<file path="config.mk">
export PLATFORM = sky130hd
export DESIGN_NAME = lrcs_regs
export DESIGN_NICKNAME = d
export VERILOG_FILES = /design/src/rtl/lrcs_regs.v
export VERILOG_INCLUDE_DIRS = /design/src /design/src/shared
export SDC_FILE = /design/constraint.sdc
export NUM_CORES = 1
export LEC_CHECK = 0
export BUFFER_PORTS_ARGS = -buffer_cell sky130_fd_sc_hd__buf_2
export CAP_MARGIN = 15
export CORE_MARGIN = 1.5
export CORE_UTILIZATION = 54
export DETAILED_ROUTE_END_ITERATION = 10
export MAX_ROUTING_LAYER = met4
export PLACE_DENSITY = 0.78
export SLEW_MARGIN = 25
export SYNTH_ARGS = -nofsm -noshare
export SYNTH_HDL_FRONTEND = slang
export SYNTH_SLANG_ARGS = --single-unit
</file>
<file path="constraint.sdc">
create_clock -name hclk -period 2.7 [get_ports hclk]
set_input_delay 0.135 -clock hclk [delete_from_list [all_inputs] [get_ports hclk]]
set_output_delay 0.135 -clock hclk [all_outputs]
set_load 0.03 [all_outputs]
</file>
<file path="src/shared/lrcs_defines.vh">
`ifndef LRCS_DEFINES_VH
`define LRCS_DEFINES_VH

// Register byte offsets
`define LRCS_RETRY_OFFSET     8'h08
`define LRCS_SWAP_DATA_OFFSET 8'h0c
`define LRCS_SWAP_CMP_OFFSET  8'h10
`define LRCS_SWAP_CTRL_OFFSET 8'h14
`define LRCS_IRQ_STAT_OFFSET  8'h20
`define LRCS_IRQ_MASK_OFFSET  8'h24

// Retry limit register fields
`define LRCS_PHYS_RESP_LSB    8
`define LRCS_TX_RESP_LSB      4
`define LRCS_TX_REQ_LSB       0
`define LRCS_RETRY_RW_MASK    32'h0000_0fff
`define LRCS_RETRY_RESET      12'h000

// Compare-swap control fields
`define LRCS_SWAP_DONE_BIT    31
`define LRCS_SWAP_DONE_RESET  1'b1
`define LRCS_SWAP_SEL_RESET   2'h0
`define LRCS_SWAP_OPND_RESET  32'h0000_0000

// Resource selector codes
`define LRCS_SEL_BUS_MGR_ID   2'h0
`define LRCS_SEL_BANDWIDTH    2'h1
`define LRCS_SEL_CHAN_HI      2'h2
`define LRCS_SEL_CHAN_LO      2'h3

// Resource reset values
`define LRCS_BUS_MGR_RESET    32'h0000_003f
`define LRCS_BANDWIDTH_RESET  32'h0000_1333
`define LRCS_CHAN_HI_RESET    32'hffff_ffff
`define LRCS_CHAN_LO_RESET    32'hffff_ffff

// Interrupt status bits: 2..0 retry exhausted per unit, 3 swap done
`define LRCS_IRQ_SWAP_BIT     3
`define LRCS_IRQ_RESET        4'h0

// Bus encodings
`define LRCS_HTRANS_NONSEQ    2'h2
`define LRCS_HTRANS_SEQ       2'h3

`endif

</file>
<file path="src/rtl/lrcs_regs.v">
// Function
// - Bits 31-29 of the retry limit register always read zero and ignore writes.
// - Bits 28-16, the dual-phase cycle limit, always read zero.
// - Bits 15-12 of the retry limit register always read zero.
// - Bits 11-8 hold the physical response unit retry limit, host writable.
// - Bits 7-4 hold the transmit response unit retry limit, host writable.
// - Bits 3-0 hold the transmit request unit retry limit, host writable.
// - The swap data register holds the value stored into the resource on a match.
// - The swap compare register holds the value matched against the resource.
// - The done flag sets when a compare-swap ends and clears on a control write, unless a swap ends in that cycle.
// - A two-bit selector picks bus manager id, bandwidth, channels high or low.
//
// Design decision made here: the AHB-Lite register port.
`timescale 1ns/1ps
`default_nettype none
`include "lrcs_defines.vh"

module lrcs_regs (
    input  wire        hclk,
    input  wire        hresetn,
    input  wire        hsel,
    input  wire [7:0]  haddr,
    input  wire [1:0]  htrans,
    input  wire        hwrite,
    input  wire [2:0]  hsize,
    input  wire [31:0] hwdata,
    input  wire        hready,
    output reg  [31:0] hrdata,
    output reg         hreadyout,
    output reg         hresp,
    input  wire [2:0]  unit_new_packet,
    input  wire [2:0]  unit_ack_retry,
    input  wire [2:0]  unit_ack_ok,
    output reg  [2:0]  unit_retransmit,
    output reg  [2:0]  unit_give_up,
    output reg         irq
);

    reg  [11:0] retry_limit_ff;
    reg  [31:0] swap_data_ff;
    reg  [31:0] swap_cmp_ff;
    reg  [1:0]  swap_sel_ff;
    reg         swap_done_ff;
    reg         swap_go_ff;
    reg  [31:0] resource_ff [0:3];
    reg  [3:0]  irq_stat_ff;
    reg  [3:0]  irq_mask_ff;
    reg         wr_pend_ff;
    reg         rd_pend_ff;
    reg  [7:0]  addr_ff;

    wire        access_ok;
    wire        addr_phase_wr;
    wire        addr_phase_rd;
    wire        wr_retry;
    wire        wr_data;
    wire        wr_cmp;
    wire        wr_ctrl;
    wire        wr_stat;
    wire        wr_mask;
    wire [2:0]  nxt_give_up;
    wire [2:0]  nxt_retransmit;
    wire [31:0] swap_old;
    wire [3:0]  irq_events;
    wire [3:0]  nxt_irq_stat;
    reg  [31:0] nxt_hrdata;
    wire [2:0]  dual_phase_second_limit;
    wire [12:0] dual_phase_cycle_limit;
    wire [3:0]  retry_reserved;
    wire [3:0]  phys_response_retry_limit;
    wire [3:0]  tx_response_retry_limit;
    wire [3:0]  tx_request_retry_limit;
    wire [11:0] unit_limits;
    wire [31:0] retry_word;
    wire        compare_swap_done;
    wire [1:0]  compare_swap_resource_select;
    wire [31:0] ctrl_word;
    wire        swap_match;
    wire [2:0]  unit_exhausted;
    wire        swap_finished;
    wire [3:0]  irq_clear;

    assign access_ok     = hsel && hready
                           && (htrans == `LRCS_HTRANS_NONSEQ || htrans == `LRCS_HTRANS_SEQ);
    assign addr_phase_wr = access_ok && hwrite;
    assign addr_phase_rd = access_ok && !hwrite;

    assign wr_retry = wr_pend_ff && (addr_ff == `LRCS_RETRY_OFFSET);
    assign wr_data  = wr_pend_ff && (addr_ff == `LRCS_SWAP_DATA_OFFSET);
    assign wr_cmp   = wr_pend_ff && (addr_ff == `LRCS_SWAP_CMP_OFFSET);
    assign wr_ctrl  = wr_pend_ff && (addr_ff == `LRCS_SWAP_CTRL_OFFSET);
    assign wr_stat  = wr_pend_ff && (addr_ff == `LRCS_IRQ_STAT_OFFSET);
    assign wr_mask  = wr_pend_ff && (addr_ff == `LRCS_IRQ_MASK_OFFSET);

    // Writes complete with no wait state; reads take one wait state so that
    // a read directly behind a write always returns the freshly written value.
    always @(posedge hclk or negedge hresetn)
    begin
        if (!hresetn)
        begin
            wr_pend_ff <= 1'b0;
            rd_pend_ff <= 1'b0;
            addr_ff    <= 8'h00;
            hreadyout  <= 1'b1;
            hresp      <= 1'b0;
            hrdata     <= 32'h0000_0000;
        end
        else
        begin
            hresp <= 1'b0;
            if (rd_pend_ff)
            begin
                rd_pend_ff <= 1'b0;
                hreadyout  <= 1'b1;
                hrdata     <= nxt_hrdata;
            end
            else if (hreadyout)
            begin
                wr_pend_ff <= addr_phase_wr;
                rd_pend_ff <= addr_phase_rd;
                hreadyout  <= !addr_phase_rd;
                if (access_ok)
                begin
                    addr_ff <= {haddr[7:2], 2'b00};
                end
            end
        end
    end

    // Unmapped addresses read as zero and ignore writes
    always @*
    begin
        case (addr_ff)
            `LRCS_RETRY_OFFSET:
                nxt_hrdata = retry_word;
            `LRCS_SWAP_DATA_OFFSET:
                nxt_hrdata = swap_data_ff;
            `LRCS_SWAP_CMP_OFFSET:
                nxt_hrdata = swap_cmp_ff;
            `LRCS_SWAP_CTRL_OFFSET:
                nxt_hrdata = ctrl_word;
            `LRCS_IRQ_STAT_OFFSET:
                nxt_hrdata = {28'h000_0000, irq_stat_ff};
            `LRCS_IRQ_MASK_OFFSET:
                nxt_hrdata = {28'h000_0000, irq_mask_ff};
            default:
                nxt_hrdata = 32'h0000_0000;
        endcase
    end

    always @(posedge hclk or negedge hresetn)
    begin
        if (!hresetn)
        begin
            retry_limit_ff <= `LRCS_RETRY_RESET;
            irq_mask_ff    <= `LRCS_IRQ_RESET;
        end
        else
        begin
            if (wr_retry)
            begin
                retry_limit_ff <= hwdata[11:0];
            end
            if (wr_mask)
            begin
                irq_mask_ff <= hwdata[3:0];
            end
        end
    end

    // Dual-phase retry is not built, so its two fields and the reserved
    // nibble are constant zero; host writes to them are simply dropped.
    assign dual_phase_second_limit   = 3'h0;
    assign dual_phase_cycle_limit    = 13'h0000;
    assign retry_reserved            = 4'h0;
    assign phys_response_retry_limit = retry_limit_ff[`LRCS_PHYS_RESP_LSB +: 4];
    assign tx_response_retry_limit   = retry_limit_ff[`LRCS_TX_RESP_LSB +: 4];
    assign tx_request_retry_limit    = retry_limit_ff[`LRCS_TX_REQ_LSB +: 4];
    assign unit_limits = {phys_response_retry_limit, tx_response_retry_limit,
                          tx_request_retry_limit};
    assign retry_word  = {dual_phase_second_limit, dual_phase_cycle_limit, retry_reserved,
                          phys_response_retry_limit, tx_response_retry_limit,
                          tx_request_retry_limit};

    assign compare_swap_done            = swap_done_ff;
    assign compare_swap_resource_select = swap_sel_ff;
    assign ctrl_word = {compare_swap_done, 29'h0000_0000, compare_swap_resource_select};

    assign swap_old = resource_ff[swap_sel_ff];
    // The compare sees the operand as it stood before this cycle's writes
    assign swap_match = (swap_old == swap_cmp_ff);

    // A control write latches the selector and launches the swap one cycle
    // later; the swap result overrides a data write landing in that cycle.
    always @(posedge hclk or negedge hresetn)
    begin
        if (!hresetn)
        begin
            swap_data_ff   <= `LRCS_SWAP_OPND_RESET;
            swap_cmp_ff    <= `LRCS_SWAP_OPND_RESET;
            swap_sel_ff    <= `LRCS_SWAP_SEL_RESET;
            swap_done_ff   <= `LRCS_SWAP_DONE_RESET;
            swap_go_ff     <= 1'b0;
            resource_ff[0] <= `LRCS_BUS_MGR_RESET;
            resource_ff[1] <= `LRCS_BANDWIDTH_RESET;
            resource_ff[2] <= `LRCS_CHAN_HI_RESET;
            resource_ff[3] <= `LRCS_CHAN_LO_RESET;
        end
        else
        begin
            swap_go_ff <= wr_ctrl;
            if (wr_cmp)
            begin
                swap_cmp_ff <= hwdata;
            end
            if (wr_ctrl)
            begin
                swap_sel_ff <= hwdata[1:0];
            end
            if (swap_go_ff)
            begin
                swap_done_ff <= 1'b1;
                swap_data_ff <= swap_old;
                if (swap_match)
                begin
                    resource_ff[swap_sel_ff] <= swap_data_ff;
                end
            end
            else
            begin
                if (wr_ctrl)
                begin
                    swap_done_ff <= 1'b0;
                end
                if (wr_data)
                begin
                    swap_data_ff <= hwdata;
                end
            end
        end
    end

    genvar u;
    generate
        for (u = 0; u < 3; u = u + 1)
        begin : g_unit
            // The compare is not an equality, so a limit lowered in the middle
            // of a packet still ends that packet at its next busy ack.
            reg  [3:0] retry_cnt_ff;
            wire [3:0] limit;
            wire       at_limit;
            assign limit    = unit_limits[4*u +: 4];
            assign at_limit = (retry_cnt_ff >= limit);
            assign nxt_retransmit[u] = unit_ack_retry[u] && !at_limit;
            assign nxt_give_up[u]    = unit_ack_retry[u] && at_limit;

            always @(posedge hclk or negedge hresetn)
            begin
                if (!hresetn)
                begin
                    retry_cnt_ff <= 4'h0;
                end
                else if (unit_new_packet[u] || unit_ack_ok[u] || nxt_give_up[u])
                begin
                    retry_cnt_ff <= 4'h0;
                end
                else if (nxt_retransmit[u])
                begin
                    retry_cnt_ff <= retry_cnt_ff + 4'h1;
                end
            end
        end
    endgenerate

    // Set wins over a write-one-to-clear arriving in the same cycle
    assign unit_exhausted = nxt_give_up;
    assign swap_finished  = swap_go_ff;
    assign irq_clear      = wr_stat ? hwdata[3:0] : 4'h0;
    assign irq_events     = {swap_finished, unit_exhausted};
    assign nxt_irq_stat   = (irq_stat_ff & ~irq_clear) | irq_events;

    always @(posedge hclk or negedge hresetn)
    begin
        if (!hresetn)
        begin
            irq_stat_ff     <= `LRCS_IRQ_RESET;
            irq             <= 1'b0;
            unit_retransmit <= 3'h0;
            unit_give_up    <= 3'h0;
        end
        else
        begin
            irq_stat_ff     <= nxt_irq_stat;
            irq             <= |(nxt_irq_stat & irq_mask_ff);
            unit_retransmit <= nxt_retransmit;
            unit_give_up    <= nxt_give_up;
        end
    end

endmodule // lrcs_regs

`default_nettype wire

</file>
==> out/metrics.cfg, run 1 <==
[placed_design]
dp_hpwl_um=20900
port_buffers=92
preCtsSetupSlack_ns=-0.467
dpl.cell_count=1414
post_dp_cell_area_um2=14300
place_congestion=0.858

[synth]
synth_edf_count=0
synth_flop_cell=dfrtp_1
synth_area_um2=13100
ys_warn_count=0
ys_seq_area_share_pct=53.4
synth_largest_area_cell=dfrtp_1
avgSynthCellArea_um2=13.3
syn_inst=987
ys_ff_latch=276
synth_top_area_share_pct=37.6
yosysUniqueCellTypes=52
syn_nets=1061
netlist_top_cells_area=dfrtp_1, dfstp_2, mux2_2, mux2_1, mux2i_1
async_flop_share_pct=100

[power]
power_density_nw_per_um2=651
finalPower_w=0.0107
peakVddDrop_mv=0.431
leakagePower_nw=7.65

[clock_tree]
cts_root_buffer=clkbuf_16
clock_latency_ns=0.55
cts_tree=yes
cts_sinks=276
clk_pin_slew_ns=0.07
cts.htree.levels=1
clockBufferDepth=3
cts_buffers=28

[critical_path]
startpoint=compare_swap_resource_select[0]
crit_family=simple AND/OR/NAND/NOR gates
required_ns=3.14
cp_num_buf_inv=3
crit_path_cell_trace=buf_6 -> buf_12 -> mux4_2 -> xor2_4 -> nor4_2 -> nand4_1 -> and4b_4 -> buf_12 -> mux2_2
rr_worst_depth=9
critPathSlowestCell=mux4_2
critPathArrivalTime_ns=3.55
r2r-start=compare_swap_resource_select[0]
rr_endpoint=resource_ff[67]
crit_path_frequent_cell=buf_12
path_class=flip-flop to flip-flop
max_stage_delay_ns=0.56
rrSetupSlack_ns=-0.41
worstPathMaxFanout=10
cp-start-kind=flip-flop
endpoint_kind=flip-flop

[sta]
worst_slack_ns=-0.414
final_max_slew_viol_count=0
setup_viol=128
period_minus_slack_ns=3.11
fin_skew_ns=0.0119
holdWs_ns=0.163
rsz0062_at_grt=yes
timing.fmax_ghz=0.321
post-route-period-util_pct=115
slew_headroom_pct=54.1
tightest_slew_ns=0.689
hold_violations=0

[die]
dieArea_um2=25200
die_x_um=159
core-area_um2=23700
rows=56
io_pins=100
start_util_pct=55.4
dieHeight_um=159

[route]
wl_per_cell_um=22.4
via_count=9141
post-route-drc-count=0
detail-route-antenna-nets=0
finalWirelength_um=34500
drt_iter0_markers=729
drt_first_pass_iters=5
via_per_inst=5.94

[run]
maxCapViolations=0

[hold_path]
holdCritPathClass=input pin to async pin

[layout]
regArea_um2=7010
n_fill_cell=1587
antenna_cells=0
num-nets-final=1273
area_growth_pct=25.8
instances_no_fill=1540
final_cell_area_um2=16500
multi_input_area_um2=5980
layout-drive-gt1-share_pct=45.0

[global_route]
grt_pass1_wl_um=52800
grt_pass1_vias=9451
grt_use_total_pct=27.2
antenna_found_initial=0
grt_max_degree=86
overflow=0

[status]
violations=negative setup slack
status=finished with violations

placed cells by master, fill, tap and decap left out, drive strengths merged, types with 6 or more instances in the layout:
cell type	n
xor2	7
mux4	25
xnor2	22
inv	49
nor3	13
ha	15
o21ai	34
nor2b	7
a21oi	24
dlygate4sd3	55
and3	8
a21o	11
nand3	7
dfrtp	197
mux2	194
mux2i	53
dfstp	79
nor2	33
a22oi	27
a221oi	6
nand2b	7
nand2	40
buf	181
o22ai	31
clkbuf	48
where the power goes:
group	total [W]	leakage (nW)	switching, W	internal, W
clock network	0.00396	0.464	0.00165	0.00231
registers	0.00496	3.31	0.000495	0.00446
logic	0.00182	3.88	0.000923	0.000892
per-layer routing:
layer  vias up  global-route usage, %  wire length, µm
met3        74                   3.45             1710
met1      4765                   35.4            14700
met4         0                   8.53              834
met2       299                   44.7            17200
li1       4003                      -                -
met5         -                      -                0
flip-flops by register name, indices dropped and copies added, names as in the netlist, 2 cells and up:
register                      flops
swap_cmp_ff                      32
retry_limit_ff                   12
swap_data_ff                     32
hrdata                           32
resource_ff                     128
unit_retransmit                   3
unit_give_up                      3
irq_stat_ff                       4
compare_swap_resource_select      2
addr_ff                           6
irq_mask_ff                       4
g_unit.retry_cnt_ff              12
through the flow:
stage / setup TNS (ns) / util, %
after global placement: -54.89 / 60.2
after global routing: -54.97 / 69.6
after CTS: -37.48 / 68.4
after floorplan: 0 / -
after detailed placement: -54.32 / 60.2
final: -43.16 / 69.6
logic make-up (layout without fill, tap and decap cells):
kind of cell	Yosys count	in the layout	synth area share, %
multiplexers	272	272	26.0
flip-flops	276	276	53.4
AO/OA/AOI/OAI	154	154	7.62
buffers and inverters	106	340	4.49
adder cells (fa/ha/maj)	15	15	1.43
XOR/XNOR	29	29	1.94
AND/OR/NAND/NOR	134	134	5.03
other	1	1	0.0286
repair_timing:
item	in CTS	in global routing
gates cloned	1	4
gates resized for setup	84	57
pin swaps	0	6
endpoints found under the setup margin	128	129
setup buffers	12	5
hold endpoints to repair	187	0
hold buffers	55	0
cell usage after synthesis, types with 4 or more instances:
cell	number
dfrtp_1	197
mux2_2	108
dfstp_2	79
mux2_1	56
mux2i_1	53
inv_1	49
nand2_1	40
o21ai_0	34
nor2_1	33
o22ai_1	31
mux2_4	30
a22oi_1	27
a21oi_1	24
clkbuf_1	22
xnor2_1	22
mux4_2	19
ha_1	15
nor3_1	13
buf_6	12
a21o_1	11
and3_1	8
buf_4	8
buf_1	7
nand2b_1	7
nand3_1	7
nor2b_1	7
xor2_1	7
a221oi_1	6
mux4_1	6
a211oi_1	5
a22o_1	4
buf_12	4
buf_2	4
nand4_1	4
nor4_1	4
worst max path at each step:
stage / to / cells after the start / slack (ns)
after floorplan: resource_ff[88] / 10 / 0.07
after global placement: resource_ff[58] / 9 / -0.46
after detailed placement: resource_ff[91] / 9 / -0.47
after CTS: resource_ff[59] / 10 / -0.34
after global routing: resource_ff[67] / 11 / -0.50
final: resource_ff[67] / 9 / -0.41
cell type report:
| class | count | share of cell area, % |
|---|---|---|
| clock buffers | 45 | 5.31 |
| clock inverters | 7 | 0.379 |
| inverters | 49 | 1.12 |
| multi-input cells | 605 | 36.3 |
| flip-flops and latches | 276 | 42.5 |
| well taps | 319 | 2.42 |
| repair buffers | 239 | 12.0 |
worst reg2reg max path, delay by kind of cell, from the launching register on:
kind	cells	cell delay (ns)
buffers and inverters	3	0.44
and+or+nand+nor	3	1.00
muxes	2	0.93
xor gates and xnor gates	1	0.19
DFF	1	0.43
No activity file was read; power rests on OpenSTA's default activity.
==> run 2, diff against run 1 <==
--- a/config.mk
+++ b/config.mk
@@ -8,6 +8,7 @@
 export LEC_CHECK = 0
 export BUFFER_PORTS_ARGS = -buffer_cell sky130_fd_sc_hd__buf_2
 export CAP_MARGIN = 15
+export CORE_ASPECT_RATIO = 0.9
 export CORE_MARGIN = 1.5
 export CORE_UTILIZATION = 54
 export DETAILED_ROUTE_END_ITERATION = 10
==> out/metrics.cfg, run 2 (same netlist as run 1, synthesis figures left out) <==
[status]
status=finished with violations
violations=negative setup slack

[die]
rows=53
start_util_pct=55.5
core-area_um2=23600
dieHeight_um=151
dieArea_um2=25200
die_x_um=167
io_pins=100

[power]
switching_share_pct=28.6
pwr-share-seq_pct=46.1
clockPowerShare_pct=36.9
leakagePower_nw=7.61
power_density_nw_per_um2=657
peakVddDrop_mv=0.498
power_frac_comb_pct=17.0
power_switching_w=0.00306
internal-power_w=0.00764

[sta]
holdWs_ns=0.149
worst_slack_ns=-0.458
tns_ns=-50.01
period_minus_slack_ns=3.16
fin_skew_ns=0.0159
hold_violations=0
slew_headroom_pct=51.5
rsz0062_at_grt=yes
tightest_slew_ns=0.727
final_max_slew_viol_count=0
setup_viol=128
timing.fmax_ghz=0.317
post-route-period-util_pct=117

[layout]
top_register=resource_ff
largest_reg_flops=128
n_fill_cell=1607
post-route-util_pct=69.0
final_common_cell=dfrtp_1
final_cell_area_um2=16300
layout-drive-gt1-share_pct=42.8
num-nets-final=1265
antenna_cells=0
area_growth_pct=24.3
final_cell_mix=dfrtp_1, mux2_4, buf_2

[route]
detail-route-antenna-nets=0
drt_iter0_markers=875
wl_per_cell_um=21.8
via_per_inst=5.98
post-route-drc-count=0
drt_first_pass_iters=4
finalWirelength_um=33000
via_count=9053

[hold_path]
holdCritPathClass=input pin to flip-flop

[global_route]
overflow=0
grt_pass1_wl_um=52700
grt_max_degree=88
antenna_found_initial=0
grt_pass1_vias=9413
grt_use_total_pct=27.6

[critical_path]
path_class=flip-flop to flip-flop
endpoint_kind=flip-flop
required_ns=3.17
cp-start-kind=flip-flop
critPathArrivalTime_ns=3.63
worstPathMaxFanout=17

[placed_design]
post_dp_cell_area_um2=14200
dp_hpwl_um=20400
preCtsSetupSlack_ns=-0.586
port_buffers=92
place_congestion=0.885

[clock_tree]
cts_tree=yes
cts_buffers=29
cts_root_buffer=clkbuf_16
clk_pin_slew_ns=0.06
cts.htree.levels=1
clockBufferDepth=3
cts_sinks=276
clock_latency_ns=0.55

[run]
maxCapViolations=0

## run 2: metal layers
metal / share of wire (%) / up-vias / track usage, %
met3: 5.0 / 60 / 3.50
met1: 45 / 4719 / 37.3
li1: - / 3997 / -
met2: 48 / 277 / 45.0
met5: 0 / - / -
met4: 2.2 / 0 / 6.80
## run 2: path summary, 6_finish.rpt
check / start / to / slack [ns] / cells after the start
min: htrans[1] / addr_ff[2] / 0.15 / 4
max in group asynchronous: hresetn / resource_ff[58] / 1.64 / 3
max reg2reg: compare_swap_resource_select[0] / resource_ff[31] / -0.46 / 10
min reg2reg: resource_ff[85] / resource_ff[85] / 0.51 / 1
min in group asynchronous: hresetn / addr_ff[6] / 0.17 / 2
max: compare_swap_resource_select[0] / resource_ff[31] / -0.46 / 10
## run 2: worst max-delay path, stage by stage, from the launching register on
cell	delay [ns]
dfrtp_4	0.48
buf_4	0.13
buf_4	0.12
mux4_1	0.60
xnor2_1	0.31
nand4_1	0.16
nor3_2	0.20
buf_4	0.17
and4b_2	0.32
buf_12	0.22
mux2_2	0.35
## run 2: final cells by class
class | instances | area, µm² | area share (%)
Sequential cell | 276 | 7010 | 43.0
Tap cell | 302 | 378 | 2.32
Clock buffer | 41 | 811 | 4.98
Inverter | 49 | 184 | 1.13
Clock inverter | 12 | 133 | 0.814
Multi-Input combinational cell | 605 | 5890 | 36.1
Timing Repair Buffer | 230 | 1890 | 11.6
## run 2: power groups by stage
stage,logic [W],registers (W),clock network [W]
finish,0.00182,0.00493,0.00395
detailed placement,0.00164,0.00497,0
global placement,0.00160,0.00494,0
CTS,0.00178,0.00491,0.00400
global route,0.00196,0.00497,0.00419
floorplan,0.00103,0.00483,0
## run 2: metrics by stage
stage / power (W) / std cells
3_5_place_dp: 0.00661 / 1394
6_report: 0.0107 / 1515
2_1_floorplan: 0.00586 / 987
4_1_cts: 0.0107 / 1514
5_1_grt: 0.0111 / 1515
3_3_place_gp: 0.00654 / 1394
## run 2: what timing repair did
action / CTS / global route
hold buffers: 55 / 0
hold endpoints to repair: 154 / 0
endpoints found under the setup margin: 128 / 129
gates resized for setup: 95 / 18
pin swaps: 4 / 5
gates cloned: 3 / 0
buffers inserted: 9 / 3
==> run 3, diff against run 2 <==
--- a/config.mk
+++ b/config.mk
@@ -13,7 +13,7 @@
 export CORE_UTILIZATION = 54
 export DETAILED_ROUTE_END_ITERATION = 10
 export MAX_ROUTING_LAYER = met4
-export PLACE_DENSITY = 0.78
+export PLACE_DENSITY = 0.75
 export SLEW_MARGIN = 25
 export SYNTH_ARGS = -nofsm -noshare
 export SYNTH_HDL_FRONTEND = slang
==> constraint.sdc (replaced) <==
create_clock -name hclk -period 3.86 [get_ports hclk]
set_input_delay 0.193 -clock hclk [delete_from_list [all_inputs] [get_ports hclk]]
set_output_delay 0.193 -clock hclk [all_outputs]
set_load 0.03 [all_outputs]
==> out/metrics.cfg, run 3 (same netlist as run 1, synthesis figures left out) <==
[status]
status=complete, no violations

[global_route]
antenna_found_initial=0
overflow=0
grt_pass1_wl_um=48500
grt_max_degree=106
grt_use_total_pct=25.3
grt_pass1_vias=8765

[run]
maxCapViolations=0

[route]
post-route-drc-count=0
detail-route-antenna-nets=0
via_per_inst=5.83
drt_iter0_markers=652
wl_per_cell_um=20.6
drt_first_pass_iters=5
finalWirelength_um=30100
via_count=8507

[layout]
final_common_cell=dfrtp_1
area_growth_pct=17.0
layout-drive-gt1-share_pct=35.8
top_register=resource_ff
num-nets-final=1208
antenna_cells=0
largest_reg_flops=128
n_fill_cell=1714
final_cell_mix=dfrtp_1, mux2_2, buf_2
post-route-util_pct=65.0

[clock_tree]
cts_buffers=28
cts_sinks=276
cts_root_buffer=clkbuf_16
clockBufferDepth=3
postCtsSetupBuffers=0
cts_resized=0
clock_latency_ns=0.54
cts.htree.levels=1
clk_pin_slew_ns=0.06
cts_tree=yes
hold_buffers=52

[power]
peakVddDrop_mv=0.368
leakagePower_nw=7.26
power_density_nw_per_um2=475

[critical_path]
r2r-start=compare_swap_resource_select[1]
required_ns=4.27
path_class=flip-flop to flip-flop
cp-start-kind=flip-flop
rr_worst_depth=9
rrSetupSlack_ns=0.39
critPathArrivalTime_ns=3.89
endpoint_kind=flip-flop
rr_endpoint=resource_ff[75]
worstPathMaxFanout=22

[sta]
rsz0062_at_grt=no
slew_headroom_pct=40.7
period_minus_slack_ns=3.47
tightest_slew_ns=0.890
tns_ns=0
setup_viol=0
post-route-period-util_pct=90.0
hold_violations=0
final_max_slew_viol_count=0
timing.fmax_ghz=0.288
fin_skew_ns=0.0143

[die]
dieArea_um2=25200
core-area_um2=23600
die_x_um=167
io_pins=100
rows=53
start_util_pct=55.5
dieHeight_um=151

[hold_path]
hold_path_end=irq_stat_ff[1]
hp-start=unit_ack_retry[1]
whs_path_depth=2
holdCritPathClass=input pin to flip-flop

[placed_design]
port_buffers=92
dp_hpwl_um=19300
place_congestion=0.846

[run 3: cell types whose count changed in the layout (fill, tap and decap cells not counted), moves of 4 or more]
cell     change
mux2_4      -76
mux2_1      +38
mux2_2      +38
buf_4       -35
buf_12       -7
buf_6        -6
xnor2_1      +4
xnor2_2      -4
[run 3: where the power goes]
part           switching (W)  internal [W]
clock network        0.00113       0.00164
logic               0.000522      0.000501
registers           0.000372       0.00312
total                0.00202       0.00526
[run 3: layout make-up]
type                    count  area [µm²]  area share, %
clock buffers              43         848           5.53
flip-flops and latches    276        7010           45.7
repair buffers            174        1290           8.42
multi-input cells         605        5530           36.1
well taps                 302         378           2.46
inverters                  49         184           1.20
clock inverters             9        97.6          0.636
[run 3: worst max path at each step]
stage,cells after the start,start,endpoint
after floorplan,10,compare_swap_resource_select[0],resource_ff[88]
after global routing,8,compare_swap_resource_select[0],resource_ff[83]
after CTS,8,compare_swap_resource_select[0],resource_ff[75]
after global placement,8,compare_swap_resource_select[1],resource_ff[95]
final,9,compare_swap_resource_select[1],resource_ff[75]
after detailed placement,9,compare_swap_resource_select[1],resource_ff[75]
[run 3: per-stage QoR]
step	setup WS, ns	instances	hold WS, ns	cell area (µm²)	power (W)
2_1_floorplan	1.23	987	-0.103	13100	0.00410
3_3_place_gp	0.493	1354	0.299	13900	0.00448
3_5_place_dp	0.440	1354	0.311	13900	0.00451
4_1_cts	0.395	1458	0.00510	15300	0.00732
5_1_grt	0.163	1458	0.0161	15300	0.00758
6_report	0.387	1458	0.0163	15300	0.00729
[run 3: per-layer routing]
layer  track usage [%]  up-vias  part of all wire, %
li1                  -     3875                    -
met1              34.8     4400                   47
met2              40.6      181                   47
met3              3.00       51                  3.6
met4              6.53        0                  2.1
met5                 -        -                    0
[run 3: critical path, stage by stage, from the launching register on]
cell	delay, ns
dfrtp_2	0.78
buf_4	0.28
mux4_2	0.33
xnor2_1	0.26
nand4_1	0.18
nor4_1	0.29
nand4_1	0.22
and4b_1	0.42
buf_4	0.25
mux2_1	0.35
